===== config.mk =====
export PLATFORM = sky130hd
export DESIGN_NAME = srm_self_refresh_rfm
export DESIGN_NICKNAME = d
export VERILOG_FILES = /design/src/design/srm_pkg.sv /design/src/design/srm_self_refresh_rfm.sv
export SDC_FILE = /design/constraint.sdc
export NUM_CORES = 1
export LEC_CHECK = 0
export ABC_AREA = 0
export BUFFER_PORTS_ARGS = -buffer_cell sky130_fd_sc_hd__buf_2
export CAP_MARGIN = 20
export CORE_AREA = 10 10 213 215
export CTS_CLUSTER_SIZE = 16
export DETAILED_ROUTE_END_ITERATION = 8
export DIE_AREA = 0 0 223 225
export GPL_TIMING_DRIVEN = 0
export PLACE_DENSITY = 0.76
export SYNTH_ARGS = -nofsm -noshare
export SYNTH_HDL_FRONTEND = slang
export SYNTH_SLANG_ARGS = --single-unit

===== constraint.sdc =====
create_clock -name ref_clk -period 12.7 [get_ports ref_clk]
set_clock_uncertainty 0.15 [all_clocks]
set_input_delay 0.635 -clock ref_clk [delete_from_list [all_inputs] [get_ports ref_clk]]
set_output_delay 0.635 -clock ref_clk [all_outputs]
set_load 0.05 [all_outputs]

===== src/design/srm_pkg.sv =====
// Constants, opcodes and timing for the self refresh and refresh management block
//
// Behaviour
// Self refresh entry is a two-edge command
// Entry only when idle, bursts finished
// Internal timer refreshes while in self refresh
// In self refresh only listed commands accepted
// Host keeps minimum self refresh residency
// Exit window allows only listed commands
// One extra refresh after each exit
// Extra refresh outside regular refresh accounting
// Power-down allowed inside self refresh
// Clock changes only during power-down
// Abort cancels ongoing refresh, counter held
// Abort shortens exit delay by margin; the code sets it to per-bank refresh plus margin, 22 cycles instead of 56
// Extra refresh needed regardless of abort
// Abort only at 6 Gb or more
// Host refreshes bank at maximum threshold
// Management refresh lowers count by threshold times factor
// Ordinary refresh lowers count by threshold
// No management needed below threshold or fast refresh
// Host should manage banks nearing maximum
// CA3 high selects management; CA5 selects all
// Each activate adds one to bank count
// Count never below zero, no credit
// Self refresh leaves counts unchanged
// Saturating counter per bank, eight banks
package srm_pkg;
  // Clock and timing figures
  localparam int CLK_PERIOD_PS = 5000;
  localparam int EXIT_DELAY_NS = 280;
  localparam int PB_REFRESH_NS = 90;
  localparam int ABORT_MARGIN_PS = 17500;
  localparam int INT_REF_INTERVAL_NS = 3904;

  // Bank layout and density
  localparam int NUM_BANKS = 8;
  localparam int ACT_COUNT_WIDTH = 11;
  localparam int DENSITY_GB = 16;
  localparam int ABORT_MIN_DENSITY_GB = 6;
  localparam int TIMER_WIDTH = 16;

  // First-edge opcodes on CA4..CA0, chip select high
  localparam logic [4:0] OP_SRE = 5'h18;
  localparam logic [4:0] OP_SRX = 5'h0A;
  localparam logic [4:0] OP_REF = 5'h08;
  localparam logic [4:0] OP_MPC = 5'h00;
  localparam logic [4:0] OP_MRW1 = 5'h06;
  localparam logic [4:0] OP_MRW2 = 5'h16;
  localparam logic [4:0] OP_MRR1 = 5'h0E;
  localparam logic [4:0] OP_CAS2 = 5'h12;
  localparam logic [1:0] OP_ACT1_LOW = 2'h1;

  // CA field positions
  localparam int CA_RFM_BIT = 3;
  localparam int CA_ALLBANK_BIT = 5;

  // Mode registers that may not be written in or just after self refresh
  localparam logic [5:0] MA_ABORT = 6'h04;
  localparam logic [5:0] MA_PASR_BANK = 6'h10;
  localparam logic [5:0] MA_PASR_SEG = 6'h11;

  typedef enum logic [1:0] {MODE_ACTIVE, MODE_SR, MODE_SR_PD} srm_mode_t;

  // Least time in picoseconds to whole cycles, never below one
  function automatic int srm_cycles_up(input int ps);
    int c;
    c = (ps + CLK_PERIOD_PS - 1) / CLK_PERIOD_PS;
    srm_cycles_up = (c < 1) ? 1 : c;
  endfunction
endpackage


===== src/design/srm_self_refresh_rfm.sv =====
// Self refresh state, internal refresh, abort and per-bank activate count tracking
`timescale 1ns/10ps
module srm_self_refresh_rfm #(
  parameter int NB = srm_pkg::NUM_BANKS,
  parameter int W = srm_pkg::ACT_COUNT_WIDTH,
  parameter int DENSITY_GB = srm_pkg::DENSITY_GB,
  parameter int EXIT_NS = srm_pkg::EXIT_DELAY_NS,
  parameter int PB_REF_NS = srm_pkg::PB_REFRESH_NS,
  parameter int INT_REF_NS = srm_pkg::INT_REF_INTERVAL_NS
) (
  // Clock and reset
  input wire logic ref_clk,
  input wire logic nrst,
  // Command bus from the controller
  input wire logic cke,
  input wire logic chipSelect,
  input wire logic [5:0] ca,
  // Configuration
  input wire logic abortEnable,
  input wire logic mgmtRequired,
  input wire logic [W-1:0] initMgmtThreshold,
  input wire logic [2:0] thresholdMultiplier,
  input wire logic [2:0] decrementHalves,
  // Status
  output logic inSelfRefresh,
  output logic inPowerDown,
  output logic exitBusy,
  output logic illegalCmd,
  output logic internalRefresh,
  output logic mgmtCmdSeen,
  output logic [srm_pkg::TIMER_WIDTH-1:0] refreshCounter,
  output logic [NB*W-1:0] rollingActivateCount,
  output logic [NB-1:0] mgmtLimitReached
);
  localparam int BW = (NB > 1) ? $clog2(NB) : 1;
  localparam int TW = srm_pkg::TIMER_WIDTH;
  localparam logic [TW-1:0] EXIT_CYC = TW'(srm_pkg::srm_cycles_up(EXIT_NS * 1000));
  localparam logic [TW-1:0] PB_REF_CYC = TW'(srm_pkg::srm_cycles_up(PB_REF_NS * 1000));
  localparam logic [TW-1:0] ABORT_CYC =
    TW'(srm_pkg::srm_cycles_up(PB_REF_NS * 1000 + srm_pkg::ABORT_MARGIN_PS));
  localparam logic [TW-1:0] INT_REF_CYC = TW'(srm_pkg::srm_cycles_up(INT_REF_NS * 1000));
  localparam logic ABORT_CAPABLE = (DENSITY_GB >= srm_pkg::ABORT_MIN_DENSITY_GB);

  typedef struct packed {
    srm_pkg::srm_mode_t mode;
    logic firstSeen;
    logic [4:0] firstOp;
    logic firstAllBank;
    logic [TW-1:0] exitCnt;
    logic [TW-1:0] refTimer;
    logic [TW-1:0] refBusy;
    logic [TW-1:0] refCount;
    logic illegal;
    logic intRefPulse;
    logic mgmtPulse;
    logic [NB-1:0][W-1:0] actCount;
    logic [NB-1:0] limitHit;
    logic srFlag;
    logic pdFlag;
    logic busyFlag;
  } srm_state_t;

  srm_state_t s;
  srm_state_t next_s;

  // Next state: command decode, self refresh modes, internal refresh, bank counts
  always_comb begin
    logic restricted;
    logic doAct;
    logic doRef;
    logic doRfm;
    logic allBank;
    logic [BW-1:0] bank;
    logic [2*W-1:0] maxT;
    logic [2*W-1:0] decRfm;
    logic [2*W-1:0] cur;
    logic hit;
    restricted = 1'b0;
    doAct = 1'b0;
    doRef = 1'b0;
    doRfm = 1'b0;
    allBank = 1'b0;
    bank = BW'(ca[2:0]);
    maxT = (2*W)'(initMgmtThreshold) * (2*W)'(thresholdMultiplier);
    decRfm = ((2*W)'(initMgmtThreshold) * (2*W)'(decrementHalves)) >> 1;
    cur = '0;
    hit = 1'b0;
    next_s = s;
    next_s.illegal = 1'b0;
    next_s.intRefPulse = 1'b0;
    next_s.mgmtPulse = 1'b0;
    restricted = (s.mode != srm_pkg::MODE_ACTIVE) || (s.exitCnt != '0);

    // Exit window countdown
    if (s.exitCnt != '0) begin
      next_s.exitCnt = s.exitCnt - 1'b1;
    end

    // Power-down nests inside self refresh; the command bus is dead while cke is low
    if (s.mode == srm_pkg::MODE_SR && !cke) begin
      next_s.mode = srm_pkg::MODE_SR_PD;
      next_s.firstSeen = 1'b0;
    end else if (s.mode == srm_pkg::MODE_SR_PD) begin
      if (cke) begin
        next_s.mode = srm_pkg::MODE_SR;
      end
    end else if (cke && s.firstSeen && !chipSelect) begin
      // Second edge: chip select low, CA carries the operands
      next_s.firstSeen = 1'b0;
      case (s.firstOp)
        srm_pkg::OP_SRE: begin
          // Entry taken only from the active mode and outside the exit window
          if (restricted) begin
            next_s.illegal = 1'b1;
          end else begin
            next_s.mode = srm_pkg::MODE_SR;
          end
        end
        srm_pkg::OP_SRX: begin
          if (s.mode == srm_pkg::MODE_SR) begin
            next_s.mode = srm_pkg::MODE_ACTIVE;
            // Abort only on dense enough parts; smaller ones ignore the bit
            if (abortEnable && ABORT_CAPABLE) begin
              next_s.exitCnt = ABORT_CYC;
              next_s.refBusy = '0;
            end else begin
              next_s.exitCnt = EXIT_CYC;
            end
          end else begin
            next_s.illegal = 1'b1;
          end
        end
        srm_pkg::OP_REF: begin
          if (restricted) begin
            next_s.illegal = 1'b1;
          end else begin
            allBank = s.firstAllBank;
            if (mgmtRequired && ca[srm_pkg::CA_RFM_BIT]) begin
              doRfm = 1'b1;
              next_s.mgmtPulse = 1'b1;
            end else begin
              doRef = 1'b1;
            end
          end
        end
        srm_pkg::OP_MRW1: begin
          // Mask and abort settings must stay frozen across self refresh
          if (restricted && (ca == srm_pkg::MA_ABORT || ca == srm_pkg::MA_PASR_BANK ||
                             ca == srm_pkg::MA_PASR_SEG)) begin
            next_s.illegal = 1'b1;
          end
        end
        srm_pkg::OP_MRW2, srm_pkg::OP_MRR1, srm_pkg::OP_CAS2, srm_pkg::OP_MPC: begin
          next_s.illegal = 1'b0;
        end
        default: begin
          if (restricted) begin
            next_s.illegal = 1'b1;
          end else if (s.firstOp[1:0] == srm_pkg::OP_ACT1_LOW) begin
            doAct = 1'b1;
          end
        end
      endcase
    end else if (cke && chipSelect) begin
      // First edge; a second high edge simply restarts the pair
      next_s.firstSeen = 1'b1;
      next_s.firstOp = ca[4:0];
      next_s.firstAllBank = ca[srm_pkg::CA_ALLBANK_BIT];
    end

    // Internal refresh timer runs in self refresh and its power-down alike
    if (s.mode != srm_pkg::MODE_ACTIVE) begin
      if (s.refTimer <= 1) begin
        next_s.refTimer = INT_REF_CYC;
        // The exit edge itself never starts a fresh refresh, so an abort leaves nothing running
        if (s.refBusy == '0 && next_s.mode != srm_pkg::MODE_ACTIVE) begin
          next_s.refBusy = PB_REF_CYC;
          next_s.intRefPulse = 1'b1;
        end
      end else begin
        next_s.refTimer = s.refTimer - 1'b1;
      end
    end else begin
      next_s.refTimer = INT_REF_CYC;
    end

    // A refresh left running after a normal exit completes and advances the counter
    if (s.refBusy != '0 && next_s.refBusy != '0 && !next_s.intRefPulse) begin
      next_s.refBusy = s.refBusy - 1'b1;
      if (s.refBusy == 1) begin
        next_s.refCount = s.refCount + 1'b1;
      end
    end

    // Bank counts move only on activate, refresh and management commands
    for (int b = 0; b < NB; b++) begin
      hit = allBank || (bank == BW'(b));
      cur = (2*W)'(s.actCount[b]);
      if (doAct && hit && cur < maxT) begin
        next_s.actCount[b] = s.actCount[b] + 1'b1;
      end else if (doRef && hit) begin
        next_s.actCount[b] = (cur > (2*W)'(initMgmtThreshold)) ?
          W'(cur - (2*W)'(initMgmtThreshold)) : '0;
      end else if (doRfm && hit) begin
        next_s.actCount[b] = (cur > decRfm) ? W'(cur - decRfm) : '0;
      end
      // Self refresh entry and exit never touch the counts
      next_s.limitHit[b] = ((2*W)'(next_s.actCount[b]) >= maxT) && (maxT != '0);
    end

    // Status levels are registered so no output passes through decode gates
    next_s.srFlag = (next_s.mode != srm_pkg::MODE_ACTIVE);
    next_s.pdFlag = (next_s.mode == srm_pkg::MODE_SR_PD);
    next_s.busyFlag = (next_s.exitCnt != '0);
  end

  // State register
  always_ff @(posedge ref_clk or negedge nrst) begin
    if (!nrst) begin
      s <= '0;
    end else begin
      s <= next_s;
    end
  end

  // Outputs come straight from the state register
  assign inSelfRefresh = s.srFlag;
  assign inPowerDown = s.pdFlag;
  assign exitBusy = s.busyFlag;
  assign illegalCmd = s.illegal;
  assign internalRefresh = s.intRefPulse;
  assign mgmtCmdSeen = s.mgmtPulse;
  assign refreshCounter = s.refCount;
  assign rollingActivateCount = s.actCount;
  assign mgmtLimitReached = s.limitHit;
endmodule


; After elaboration in Yosys (flattened, before gate mapping)
; Cells that the tools add are included.
[word_totals]
ff_bits = 175
out_inout_bits = 118
inputBits = 29
[classes]
n_reduce_logical = 79
n_eq_ne = 23
n_lt_le_gt_ge = 33
n_bitwise = 3
addsub = 28
mux = 103
multipliers = 2
[ops]
columns = cell, count
row1 = 2-to-1 mux 11 bit, 40
row2 = 2-to-1 mux 16 bit, 17
row3 = subtractor 11 bit, 16
row4 = >= comparator 11 x 14 -> 1 bit, 8
row5 = < comparator 11 x 14 -> 1 bit, 8
row6 = > comparator 11 x 13 -> 1 bit, 8
row7 = "adder 11 x 1 -> 11 bit, second input constant", 8
row8 = > comparator 11 bit, 8
row9 = nonzero test 16 bit, 4
row10 = logical AND 1 bit, 49
row11 = "subtractor 16 x 1 -> 16 bit, second input constant", 3
row12 = 2-to-1 mux 1 bit, 33
row13 = 2-to-1 mux 32 bit, 1
row14 = multiplier 11 x 3 -> 14 bit, 2
row15 = 2-to-1 mux 23 bit, 1
row16 = "adder 16 x 1 -> 16 bit, second input constant", 1
row17 = "== test 16 x 1 -> 1 bit, second input constant", 1
row18 = "<= comparator 16 x 1 -> 1 bit, second input constant", 1
row19 = logical NOT 16 bit, 1
row20 = "== test 5 x 4 -> 1 bit, second input constant", 3
row21 = "== test 5 bit, second input constant", 3
row22 = nonzero test 14 bit, 1
row23 = "== test 3 bit, second input constant", 4
row24 = "== test 6 x 5 -> 1 bit, second input constant", 2
row25 = 24 further kinds, 48

; Longest topological paths before layout
[logic_depth]
word_depth = 16
depth_mapped = 33
depth_no_buf = 32

; Least setup slack after synthesis
; Ideal clock, no wire load.
[synth_path]
kind = input port to flip-flop
from = input port thresholdMultiplier[2]
to = register s (netlist bit mgmtLimitReached[6])
t_arrival_ns = 6.774
required_time_ns = 12.427
slack_ns = 5.653
setup_time_ns = 0.123
stages = 33
cell_sequence = clkbuf_1 > nand2_1 > fa_1 > inv_1 > ha_1 > fa_1 > a21o_1 > a41oi_1 > nand2_1 > xnor2_1 > ha_1 > a21o_1 > a21oi_1 > o22ai_1 > a211oi_1 > o211ai_1 > nand2_1 > nor2_1 > nand2_1 > o21ai_0 > a211oi_2 > ha_1 > nand2b_1 > a21o_1 > a21oi_1 > nor2b_1 > o21ai_0 > nand2b_1 > a21oi_1 > nor2b_1 > o21ai_0 > a21o_1 > a21oi_1
[synth_rtl]
columns = element, line_no
row1 = "start, declared", srm_self_refresh_rfm.sv:22  ; input wire logic [2:0] thresholdMultiplier,
row2 = "end signal, assigned", srm_self_refresh_rfm.sv:222  ; s <= next_s;
row3 = "end, declared", srm_self_refresh_rfm.sv:63  ; srm_state_t s;

==> run_results.csv <==
group,metric,value,unit
logic_synthesis,syn-instance-count,3002,
grt,grt_start_max_net_pins,115,
run,max_cap_viol_count,0,
logic_synthesis,synthesis.nets,3419,
worst_setup_path,r2r.worst_path.cells,24,
floorplanning,initial_core_util,58.66,%
floorplanning,die_boundary_width,223,µm
min_path,min_path_cells,2,
clock_tree,clkSlewWorstSetupHoldPaths,0.07,ns
timing,rsz0062_at_grt,"no",
timing,worst_pin_slew,1.065,ns
logic_synthesis,yosys_register_bits,175,
clock_tree,post_cts.repair.setup_buffers,0,
timing,fin_crit,8.021,ns
drt,detail_route.first_pass.iterations,6,
grt,grt_first_pass_wirelength,131200,µm
outcome,outcome,"complete, no violations",
worst_setup_path,timing.reg2reg.setup_slack,6.64,ns
floorplanning,ios,147,
floorplanning,num_rows,75,
placed_design,gpl.final_weighted_congestion,1.021,
power,peakVddDrop,0.09396,mV
worst_setup_path,worst_path_largest_cell_delay,0.62,ns
worst_setup_path,worst_setup_path_start_kind,"input pin",
clock_tree,tritoncts,"built",
floorplanning,vertical_extent_of_the_die,225,µm
clock_tree,ctsRootBufferMaster,"sky130_fd_sc_hd__clkbuf_16",
worst_setup_path,crit_path_end_kind,"flop",
timing,max_slew_margin,28.32,%
drt,wl_per_cell,23.01,µm
logic_synthesis,syn-mean-instance-area,8.087,µm²
layout,post_route_cells_drive_above_1_share,13.02,%
logic_synthesis,synth-main-ff-cell,"sky130_fd_sc_hd__dfrtp_1",
drt,drt-initial-drc-count,2478,
logic_synthesis,synth.distinct_cells,98,
min_path,holdCritPathClass,"in2reg",
clock_tree,clk_path_buf_depth,2,
timing,timing.fmax,0.1247,GHz
timing,number_of_pins_exceeding_their_max_slew_limit_in_the_final_report,0,
clock_tree,cts.htree.levels,4,
layout,area_growth_syn_to_layout,10.03,%
placed_design,dp_worst_setup_slack,4.380,ns
clock_tree,cts.repair.resized,0,
timing,post-route-worst-setup-slack,4.679,ns
grt,groute.usage.overall,33.20,%
placed_design,io_buffer_count,144,
floorplanning,core-area,0.04138,mm²
timing,hold_viol,0,
timing,setup_violations,0,
clock_tree,tritoncts_buffers,17,
worst_setup_path,critical_path.slowest_cell,"sky130_fd_sc_hd__inv_1",
drt,wl,85980,µm
grt,via_count_of_the_first_global_routing_pass,23341,
drt,via_per_inst,6.492,
timing,min_period_over_period,63.16,%
placed_design,dp_hpwl,65300,µm
worst_setup_path,timing.critical_path.required,12.93,ns
power,power_leakage,12.78,nW
layout,finish.net_count,3599,
timing,final.setup.tns,0,ns
floorplanning,die_area,0.05018,mm²
clock_tree,worstSkewPairLatency,0.50,ns
power,pwr_per_cell_area,92.90,mW/mm²
drt,detailroute.via_count,24253,
logic_synthesis,ys_seq_area_share,18.04,%
drt,drcViolationCount,0,
logic_synthesis,post_synth_edffs,0,
worst_setup_path,setup.worst_path.class,"in2reg",
grt,grt_overflow,0,
logic_synthesis,synth-warning-count,0,
grt,antenna_violations_before_repair,4,
logic_synthesis,synth.cell_area,0.02428,mm²
drt,antenna_violating_nets_post_route,0,
clock_tree,cts_sinks,175,
worst_setup_path,critical_path_arrival,8.25,ns
logic_synthesis,proportion_of_synthesized_flip_flops_having_asynchronous_set_or_reset,100.0,%
worst_setup_path,cp_max_fo,15,
## worst paths after layout
| path | from | endpoint |
|---|---|---|
| hold reg to reg | s[134]$_DFF_PN0_ | s[134]$_DFF_PN0_ |
| max in group asynchronous | nrst | mgmtLimitReached[7]$_DFF_PN0_ |
| hold / removal | cke | inPowerDown$_DFF_PN0_ |
| setup / recovery | initMgmtThreshold[0] | mgmtLimitReached[6]$_DFF_PN0_ |
| setup reg to reg | s[157]$_DFF_PN0_ | mgmtLimitReached[5]$_DFF_PN0_ |
| min in group asynchronous | nrst | rollingActivateCount[0]$_DFF_PN0_ |
## flip-flops by register name, summed over array words and instances (netlist names)
register / flops
rollingActivateCount: 88
exitBusy: 1
mgmtCmdSeen: 1
refreshCounter: 16
inPowerDown: 1
internalRefresh: 1
inSelfRefresh: 1
s: 57
illegalCmd: 1
mgmtLimitReached: 8
## cells in the final DEF (no fill, tap or decap), types with 81 or more instances in the layout
cell type,count
sky130_fd_sc_hd__a21o_1,81
sky130_fd_sc_hd__a21oi_1,210
sky130_fd_sc_hd__buf_2,155
sky130_fd_sc_hd__buf_4,118
sky130_fd_sc_hd__dfrtp_1,175
sky130_fd_sc_hd__ha_1,352
sky130_fd_sc_hd__inv_1,138
sky130_fd_sc_hd__nand2_1,247
sky130_fd_sc_hd__nand3_1,105
sky130_fd_sc_hd__nor2_1,241
sky130_fd_sc_hd__o21ai_0,168
sky130_fd_sc_hd__xnor2_1,173
## metal layers
layer  routed length (µm)  global-route usage (%)  vias to the layer above
met1                34890                   42.28                    11487
li1                     -                       -                    11164
met4                 5512                   20.66                        0
met3                 9007                   7.678                      290
met5                    0                       0                        -
met2                36570                   50.01                     1312
## metrics by stage
stage               cell area (µm²)  std cells  power [mW]  hold slack, ns  util [%]
finish                        26710       3736       2.481          0.2383     64.54
floorplan                     24280       3002       1.462          0.1894         -
global route                  26710       3735       2.611          0.2700     64.54
detailed placement            26100       3701       1.888          0.3344     63.06
global placement              25670       3685       1.784          0.3135     62.03
CTS                           26710       3734       2.448          0.2104     64.53
## power by group
group          switching [mW]  total [mW]  internal (mW)
Clock                   0.292       0.557          0.265
Combinational           0.788        1.24          0.448
Sequential             0.0652       0.688          0.623
Total                    1.15        2.48           1.34
## kinds of logic after synthesis
kind of cell    count (synthesis)  share of synthesized area (%)
compound gates                792                          21.18
xor+xnor                      256                          9.520
fa+ha+maj                     407                          21.93
buf+inv                       325                          7.020
flops                         175                          18.04
mux                            31                          1.366
simple gates                 1016                          20.95
## timing repair
| item | in CTS | in global routing |
|---|---|---|
| endpoints found under the hold margin | 59 | 0 |
| endpoints found under the setup margin | 0 | 0 |
| hold buffers | 1 | 0 |
## area by class of cell
cell class	count	area, µm²
antenna	2	5.005
buffer	185	1180
clock buffer	18	429.2
clock inverter	14	168.9
fill	3626	14670
inverter	140	525.5
multi-input combinational	2502	18320
sequential	175	4379
tap	539	674.4
timing repair buffer	161	1026
## Yosys cell counts (9+ instances only)
cell type,instances,area share (%)
sky130_fd_sc_hd__a221o_1,10,0.41
sky130_fd_sc_hd__nor4_1,25,0.64
sky130_fd_sc_hd__o22ai_1,12,0.31
sky130_fd_sc_hd__nor3_1,67,1.4
sky130_fd_sc_hd__o21ai_1,33,0.68
sky130_fd_sc_hd__o31ai_1,21,0.65
sky130_fd_sc_hd__xor2_1,71,2.6
sky130_fd_sc_hd__xnor2_1,179,6.5
sky130_fd_sc_hd__nand2b_1,48,1.2
sky130_fd_sc_hd__a21boi_0,13,0.40
sky130_fd_sc_hd__dfrtp_1,175,18
sky130_fd_sc_hd__clkbuf_1,51,0.79
sky130_fd_sc_hd__fa_1,36,3.0
sky130_fd_sc_hd__a211oi_1,27,0.83
sky130_fd_sc_hd__nand3b_1,11,0.34
sky130_fd_sc_hd__ha_1,352,18
sky130_fd_sc_hd__o21ai_0,168,3.5
sky130_fd_sc_hd__mux2_2,15,0.70
sky130_fd_sc_hd__a21o_1,81,2.5
sky130_fd_sc_hd__a211o_1,11,0.40
sky130_fd_sc_hd__o211ai_1,16,0.49
sky130_fd_sc_hd__or4_1,11,0.34
sky130_fd_sc_hd__and4_1,9,0.32
sky130_fd_sc_hd__or3_1,19,0.49
sky130_fd_sc_hd__maj3_1,13,0.54
sky130_fd_sc_hd__mux2i_1,14,0.58
sky130_fd_sc_hd__o21bai_1,25,0.77
sky130_fd_sc_hd__a31oi_1,18,0.46
sky130_fd_sc_hd__or2_2,10,0.26
sky130_fd_sc_hd__nor2b_1,60,1.5
sky130_fd_sc_hd__nor2_1,241,3.7
sky130_fd_sc_hd__nand2_1,247,3.8
sky130_fd_sc_hd__o31a_1,11,0.40
sky130_fd_sc_hd__a21oi_1,210,4.3
sky130_fd_sc_hd__o21a_1,28,0.87
sky130_fd_sc_hd__buf_4,117,3.6
sky130_fd_sc_hd__nand4_1,60,1.5
sky130_fd_sc_hd__and2_1,28,0.72
sky130_fd_sc_hd__inv_1,138,2.1
sky130_fd_sc_hd__buf_2,12,0.25
sky130_fd_sc_hd__nand3_1,105,2.2
sky130_fd_sc_hd__a22oi_1,25,0.77
sky130_fd_sc_hd__and3_1,41,1.1
## critical path: cells and delay by family
family | cells | cell delay (ns)
AO/OA/AOI/OAI | 14 | 3.08
adder cells (fa/ha/maj) | 5 | 2.15
buffers and inverters | 4 | 1.52
AND/OR/NAND/NOR | 7 | 0.84
No activity file was read; power rests on OpenSTA's default activity.
